[config.mk]
export PLATFORM = sky130hd
export DESIGN_NAME = adc_conversion_sequencer
export DESIGN_NICKNAME = d
export VERILOG_FILES = /design/src/pkg/adc_seq_pkg.sv /design/src/adc_clock_prescaler.sv /design/src/adc_conversion_sequencer.sv
export SDC_FILE = /design/constraint.sdc
export NUM_CORES = 1
export LEC_CHECK = 0
export BUFFER_PORTS_ARGS = -buffer_cell sky130_fd_sc_hd__buf_2
export CAP_MARGIN = 10
export CELL_PAD_IN_SITES_DETAIL_PLACEMENT = 1
export CELL_PAD_IN_SITES_GLOBAL_PLACEMENT = 1
export CORE_ASPECT_RATIO = 0.75
export CORE_UTILIZATION = 37
export DETAILED_ROUTE_END_ITERATION = 8
export PLACE_DENSITY = 0.91
export SETUP_SLACK_MARGIN = 0.02
export SYNTH_ARGS = -nofsm -noshare
export SYNTH_HDL_FRONTEND = slang
export SYNTH_SLANG_ARGS = --single-unit
[constraint.sdc]
create_clock -name clk_i -period 2.2 [get_ports clk_i]
set_input_delay 0.33 -clock clk_i [delete_from_list [all_inputs] [get_ports clk_i]]
set_output_delay 0.33 -clock clk_i [all_outputs]
set_load 0.02 [all_outputs]
[src/pkg/adc_seq_pkg.sv]
// How it works
// - Start write: sample during next ADC clock
// - Convert over following six ADC clocks
// - Result registers update on next ADC clock
// - Four triggers: two bits, pin, event
// - At least three clocks trigger to sample
// - At least three clocks conversion end to FIFO
`default_nettype none

package adc_seq_pkg;

	// ----------------------------------------
	// Widths
	// ----------------------------------------
	localparam int RES_W      = 10;
	localparam int PRESCALE_W = 4;
	localparam int CNT_W      = 3;

	// ----------------------------------------
	// Timing
	// ----------------------------------------
	localparam int CLK_PERIOD_NS     = 100;
	localparam int ADC_MIN_PERIOD_US = 1;
	// Least period rounds up to whole system clocks
	localparam int ADC_MIN_PERIOD_CYC =
		(ADC_MIN_PERIOD_US * 1000 + CLK_PERIOD_NS - 1) / CLK_PERIOD_NS;
	localparam logic [PRESCALE_W-1:0] PRESCALE_MIN =
		PRESCALE_W'(ADC_MIN_PERIOD_CYC - 1);
	localparam logic [CNT_W-1:0] SOC_SETUP_CYC = 3'h3;
	localparam logic [CNT_W-1:0] EOC_FIFO_CYC  = 3'h3;
	localparam logic [CNT_W-1:0] CONV_TICKS    = 3'h6;
	localparam logic [PRESCALE_W-1:0] PRESCALE_RST = 4'hf;

	typedef enum logic [2:0] {
		ST_IDLE,
		ST_SETUP,
		ST_SAMPLE,
		ST_CONVERT,
		ST_RESULT,
		ST_LOAD
	} seq_state_t;

endpackage
`default_nettype wire

[src/adc_clock_prescaler.sv]
`timescale 1ns/1ps
`default_nettype none

module adc_clock_prescaler (
	input  wire logic                              clk_i,
	input  wire logic                              sys_rst_i,
	input  wire logic [adc_seq_pkg::PRESCALE_W-1:0] prescale_i,
	output logic                                   tick_o
);
	import adc_seq_pkg::*;

	logic [PRESCALE_W-1:0] div_reg;
	logic [PRESCALE_W-1:0] div_next;
	logic                  tick_reg;
	logic                  tick_next;

	// ----------------------------------------
	// Divider: one tick every prescale_i+1 clocks
	// ----------------------------------------
	always_comb begin
		tick_next = 1'b0;
		div_next  = div_reg + PRESCALE_W'(1);
		if (div_reg >= prescale_i) begin
			div_next  = '0;
			tick_next = 1'b1;
		end
	end

	always_ff @(posedge clk_i) begin
		if (sys_rst_i) begin
			div_reg  <= '0;
			tick_reg <= 1'b0;
		end else begin
			div_reg  <= div_next;
			tick_reg <= tick_next;
		end
	end

	assign tick_o = tick_reg;

endmodule // adc_clock_prescaler
`default_nettype wire

[src/adc_conversion_sequencer.sv]
`timescale 1ns/1ps
`default_nettype none

module adc_conversion_sequencer (
	input  wire logic                              clk_i,
	input  wire logic                              sys_rst_i,
	input  wire logic                              immediate_start_bit_i,
	input  wire logic                              conversion_start_bit_i,
	input  wire logic                              conversion_start_request_i,
	input  wire logic                              event_manager_start_i,
	input  wire logic [adc_seq_pkg::PRESCALE_W-1:0] prescale_i,
	input  wire logic [adc_seq_pkg::RES_W-1:0]      conv_data_a_i,
	input  wire logic [adc_seq_pkg::RES_W-1:0]      conv_data_b_i,
	output logic                                   sample_hold_o,
	output logic                                   converting_o,
	output logic                                   busy_o,
	output logic [adc_seq_pkg::RES_W-1:0]           result_a_o,
	output logic [adc_seq_pkg::RES_W-1:0]           result_b_o,
	output logic                                   result_valid_o,
	output logic [adc_seq_pkg::RES_W-1:0]           fifo_data_a_o,
	output logic [adc_seq_pkg::RES_W-1:0]           fifo_data_b_o,
	output logic                                   fifo_load_o,
	output logic                                   start_ignored_o,
	output logic                                   prescale_fast_o
);
	import adc_seq_pkg::*;

	// ----------------------------------------
	// Trigger detection
	// ----------------------------------------
	logic       pin_meta_reg;
	logic       pin_sync_reg;
	logic       pin_last_reg;
	logic       evt_last_reg;
	logic       adc_tick;
	logic       trig;

	always_ff @(posedge clk_i) begin
		if (sys_rst_i) begin
			pin_meta_reg <= 1'b0;
			pin_sync_reg <= 1'b0;
			pin_last_reg <= 1'b0;
			evt_last_reg <= 1'b0;
		end else begin
			pin_meta_reg <= conversion_start_request_i;
			pin_sync_reg <= pin_meta_reg;
			pin_last_reg <= pin_sync_reg;
			evt_last_reg <= event_manager_start_i;
		end
	end

	// Pin and event start on their rising edge; a held level starts only once
	assign trig = immediate_start_bit_i | conversion_start_bit_i
		| (pin_sync_reg & ~pin_last_reg)
		| (event_manager_start_i & ~evt_last_reg);

	adc_clock_prescaler u_prescaler (
		.clk_i      (clk_i),
		.sys_rst_i  (sys_rst_i),
		.prescale_i (prescale_i),
		.tick_o     (adc_tick)
	);

	// ----------------------------------------
	// Sequencer
	// ----------------------------------------
	seq_state_t           state_reg;
	seq_state_t           state_next;
	logic [CNT_W-1:0]     cnt_reg;
	logic [CNT_W-1:0]     cnt_next;
	logic [RES_W-1:0]     cap_a_reg;
	logic [RES_W-1:0]     cap_a_next;
	logic [RES_W-1:0]     cap_b_reg;
	logic [RES_W-1:0]     cap_b_next;
	logic [RES_W-1:0]     res_a_reg;
	logic [RES_W-1:0]     res_a_next;
	logic [RES_W-1:0]     res_b_reg;
	logic [RES_W-1:0]     res_b_next;
	logic                 res_valid_reg;
	logic                 res_valid_next;
	logic                 fifo_load_reg;
	logic                 fifo_load_next;
	logic                 ignored_reg;
	logic                 ignored_next;
	logic                 fast_reg;
	logic                 fast_next;

	function automatic logic [CNT_W-1:0] sat_inc(input logic [CNT_W-1:0] v);
		sat_inc = (v == '1) ? v : v + CNT_W'(1);
	endfunction

	always_comb begin
		state_next     = state_reg;
		cnt_next       = cnt_reg;
		cap_a_next     = cap_a_reg;
		cap_b_next     = cap_b_reg;
		res_a_next     = res_a_reg;
		res_b_next     = res_b_reg;
		res_valid_next = 1'b0;
		fifo_load_next = 1'b0;
		ignored_next   = trig & (state_reg != ST_IDLE);
		// Flag only; the prescaler still honours whatever software set
		fast_next      = prescale_i < PRESCALE_MIN;
		case (state_reg)
			ST_IDLE: begin
				if (trig) begin
					state_next = ST_SETUP;
					cnt_next   = CNT_W'(1);
				end
			end
			ST_SETUP: begin
				cnt_next = sat_inc(cnt_reg);
				// Sampling waits for the setup count and an ADC clock boundary
				if (cnt_reg >= SOC_SETUP_CYC && adc_tick) begin
					state_next = ST_SAMPLE;
				end
			end
			ST_SAMPLE: begin
				if (adc_tick) begin
					state_next = ST_CONVERT;
					cnt_next   = '0;
				end
			end
			ST_CONVERT: begin
				if (adc_tick) begin
					cnt_next = cnt_reg + CNT_W'(1);
					if (cnt_next == CONV_TICKS) begin
						state_next = ST_RESULT;
						cap_a_next = conv_data_a_i;
						cap_b_next = conv_data_b_i;
						cnt_next   = CNT_W'(1);
					end
				end
			end
			ST_RESULT: begin
				cnt_next = sat_inc(cnt_reg);
				if (adc_tick) begin
					res_a_next     = cap_a_reg;
					res_b_next     = cap_b_reg;
					res_valid_next = 1'b1;
					state_next     = ST_LOAD;
				end
			end
			ST_LOAD: begin
				cnt_next = sat_inc(cnt_reg);
				// A fast prescaler may reach here before the end-of-conversion gap
				if (cnt_reg >= EOC_FIFO_CYC) begin
					fifo_load_next = 1'b1;
					state_next     = ST_IDLE;
				end
			end
			default: begin
				state_next = ST_IDLE;
			end
		endcase
	end

	always_ff @(posedge clk_i) begin
		if (sys_rst_i) begin
			state_reg     <= ST_IDLE;
			cnt_reg       <= '0;
			cap_a_reg     <= '0;
			cap_b_reg     <= '0;
			res_a_reg     <= '0;
			res_b_reg     <= '0;
			res_valid_reg <= 1'b0;
			fifo_load_reg <= 1'b0;
			ignored_reg   <= 1'b0;
			fast_reg      <= 1'b0;
		end else begin
			state_reg     <= state_next;
			cnt_reg       <= cnt_next;
			cap_a_reg     <= cap_a_next;
			cap_b_reg     <= cap_b_next;
			res_a_reg     <= res_a_next;
			res_b_reg     <= res_b_next;
			res_valid_reg <= res_valid_next;
			fifo_load_reg <= fifo_load_next;
			ignored_reg   <= ignored_next;
			fast_reg      <= fast_next;
		end
	end

	assign sample_hold_o   = state_reg == ST_SAMPLE;
	assign converting_o    = state_reg == ST_CONVERT;
	assign busy_o          = state_reg != ST_IDLE;
	assign result_a_o      = res_a_reg;
	assign result_b_o      = res_b_reg;
	assign result_valid_o  = res_valid_reg;
	assign fifo_data_a_o   = res_a_reg;
	assign fifo_data_b_o   = res_b_reg;
	assign fifo_load_o     = fifo_load_reg;
	assign start_ignored_o = ignored_reg;
	assign prescale_fast_o = fast_reg;

	// ----------------------------------------
	// Checks
	// ----------------------------------------
	logic [7:0] trig_age;
	logic [3:0] conv_ticks;
	logic [7:0] eoc_age;

	always_ff @(posedge clk_i) begin
		if (sys_rst_i) begin
			trig_age   <= '0;
			conv_ticks <= '0;
			eoc_age    <= '0;
		end else begin
			trig_age   <= (state_reg == ST_IDLE && trig) ? 8'h00
				: (trig_age == 8'hff ? trig_age : trig_age + 8'h01);
			conv_ticks <= !converting_o ? 4'h0 : conv_ticks + {3'h0, adc_tick};
			eoc_age    <= (converting_o && state_next == ST_RESULT) ? 8'h00
				: (eoc_age == 8'hff ? eoc_age : eoc_age + 8'h01);
		end
	end
endmodule // adc_conversion_sequencer
`default_nettype wire

==> results.md <==
* HPWL Detailed at 4.49 mm
* # rows at 26
* Antenna viol nets, final at 0
* Period utilisation layout at 0.894
* Layout cells sized above 1 at 0.267
* Area delta synth->final at 17.4%
* Multi-input logic area at 1130 sq um
* Crit. End Element: flip-flop
* CP Class: flip-flop to flip-flop
* Peak supply drop at 0.000378 V
* Vias in the first global route at 2,222
* Final #Nets at 408
* DIE WIDTH at 99.1 microns
* Comb power frac at 0.172
* Number of I/O port buffers at 76
* I/O Pins at 77
* Max Slew Vio Count at 0
* Max-slew headroom at 0.484
* Drt initial violations at 68
* Main synth FF type: dfxtp_1
* Most used cell, CP: ha_1
* Post-Syn Nets at 355
* Routed wire length at 6.47 mm
* Min-delay src: prescale_i[3]
* Cell Area, Synth at 2620 sq um
* Fmax at 0.508 GHz
* Async set-reset flop share out of synthesis at 0
* Startpoint Class: flip-flop
* Clock Power Share at 0.372
* Critical path's largest stage delay at 0.41 ns
* Buf/Inv on CP at 0
* Setup TNS at 0 ns
* Via count at 2,261
* First-pass GRT wire length at 10.5 mm
* Inserted Diodes at 0
* DRC viols at 1
* Vias per inst at 4.94
* EDFF count, synth at 0
* Pwr dens at 866 nW/um^2
* TritonCTS clock tree: done
* CTS Buf Count at 9
* Yosys warns at 0
* Initial antenna violation count at 0
* FILL cells at 853
* Sw Pwr at 0.791 mW
* Top delay family on crit path: simple AND/OR/NAND/NOR gates
* CTS resizes at 0
* Clock Root Buffer: clkbuf_8
* Clk sinks at 59
* Die area at 7420 sq um
* Max stage delay cell, worst path: and3_4
* Crit. Startpoint: cnt_reg[0]
* Worst slew pin tran at 0.774 ns
* GRT overflow at 0
* Switching share of power at 0.297
* Skew-Pair Late Insertion Delay at 0.34 ns
* DR pass1 iterations at 6
* Seq/Total Area, Yosys at 0.451
* Dpl ws at 0.162 ns
* Static leakage at 1.35 nW
* Clk_skew at 0.00656 ns
* CTS Hold Bufs at 0
* Status: complete, but fails checks
* GRT Total Usage at 0.185
* RSZ-0062 raised after global routing: no
* Cell count after synthesis at 316
* Die Y at 74.8 microns
* Post-CTS Setup Repair Bufs at 0
* Crit path cell chain: ha_1 > ha_1 > nor2b_1 > and3_4 > nand2_1 > a21oi_1
* WP data required at 2.46 ns
* RR Startpoint: cnt_reg[0]
* CP arrival at 2.23 ns
* Core Box Area at 6830 sq um
* Worst Slack Setup Final at 0.233 ns
* Fin. Hold Viols at 0
* Synth cell types at 44
* Routability congestion estimate from global placement at 0.753
* Clock Path Buffers at 2
* Syn_area_per_cell at 8.28 sq um
* Starting Density at 0.383
* Internal power at 1.87 mW
* Clk slew on worst S/H paths at 0.07 ns
* Flop and latch count out of synthesis at 59
* Worst-path maximum fanout at 21
* Max-Cap Viols at 0
* Seq pwr share at 0.456
* Minimum clock period at 1.97 ns
* Reg area at 1180 sq um
* WL/cell at 14.1 microns
* CTS H-tree lvls at 3
* HP Class: primary input to flip-flop
* Final setup fails at 0
* Pin count of the biggest net entering global routing at 24
* Failing checks: design-rule violations
==> cells in the final DEF (no fill, tap or decap), types with 3 or more instances in the layout <==
cell,synthesis,final
nand2_1,84,84
buf_2,7,76
dfxtp_1,59,59
a21oi_1,47,47
inv_1,11,11
nor2_1,11,11
clkbuf_8,0,10
ha_1,9,9
nor2b_1,7,7
nand2b_1,6,6
nand3_1,5,5
buf_4,21,5
o21ai_0,3,3
clkinv_2,0,3
==> synth_stat cells, types with 2 or more instances <==
library cell | count | share of area
and3b_1 | 2 | 0.0067
a21o_1 | 2 | 0.0057
dfxtp_1 | 59 | 0.45
nand2b_1 | 6 | 0.014
nand3_1 | 5 | 0.0096
nor2_1 | 11 | 0.016
buf_2 | 7 | 0.013
and3_1 | 2 | 0.0048
a21boi_0 | 2 | 0.0057
clkbuf_1 | 5 | 0.0072
nand2_1 | 84 | 0.12
buf_6 | 4 | 0.017
o21ai_0 | 3 | 0.0057
nor3_1 | 2 | 0.0038
inv_1 | 11 | 0.016
buf_4 | 21 | 0.060
nor2b_1 | 7 | 0.017
a211oi_1 | 2 | 0.0057
a21oi_1 | 47 | 0.090
a32o_1 | 2 | 0.0076
ha_1 | 9 | 0.043
==> final cells by class <==
| type | count | area share |
|---|---|---|
| clock inverters | 5 | 0.0171 |
| well taps | 84 | 0.0342 |
| multi-input cells | 207 | 0.369 |
| flip-flops and latches | 59 | 0.384 |
| repair buffers | 81 | 0.136 |
| inverters | 11 | 0.0134 |
| clock buffers | 11 | 0.0460 |
==> layer usage <==
metal	up-vias	track usage	wire, microns
li1	1127	-	-
met1	1069	0.216	2880
met2	59	0.325	3160
met3	6	0.0696	376
met4	0	0.0539	54
met5	-	0	0
==> power by group through the flow <==
stage,Clock (mW),Combinational [mW],Sequential (mW)
3_3_place_gp,0,0.433,1.23
6_report,0.991,0.458,1.21
2_1_floorplan,0,0.395,1.18
4_1_cts,1.01,0.469,1.21
3_5_place_dp,0,0.459,1.24
5_1_grt,1.07,0.509,1.22
==> stage by stage <==
step                       util  instance area (sq um)  hold WS (ns)  total power, mW  cells
after floorplan               -                   2620         0.414             1.58    316
after global placement    0.421                   2880         0.440             1.66    442
after detailed placement  0.421                   2880         0.438             1.69    442
after CTS                 0.449                   3070         0.161             2.69    458
after global routing      0.450                   3070         0.158             2.80    458
final                     0.450                   3070         0.178             2.66    458
==> final timing paths <==
path	slack (ns)	end	cells after the start
hold / removal	0.18	prescale_fast_o	2
setup / recovery	0.23	cap_a_reg[2]	6
setup reg to reg	0.23	cap_a_reg[2]	6
hold reg to reg	0.46	fifo_data_b_o[1]	2
==> kinds of logic after synthesis <==
| logic type | after synthesis | synth area share |
|---|---|---|
| compound gates | 70 | 0.168 |
| xor+xnor | 2 | 0.00669 |
| fa+ha+maj | 9 | 0.0430 |
| buf+inv | 50 | 0.117 |
| flops | 59 | 0.451 |
| mux | 1 | 0.00430 |
| simple gates | 125 | 0.210 |
No activity file was read; power rests on OpenSTA's default activity.
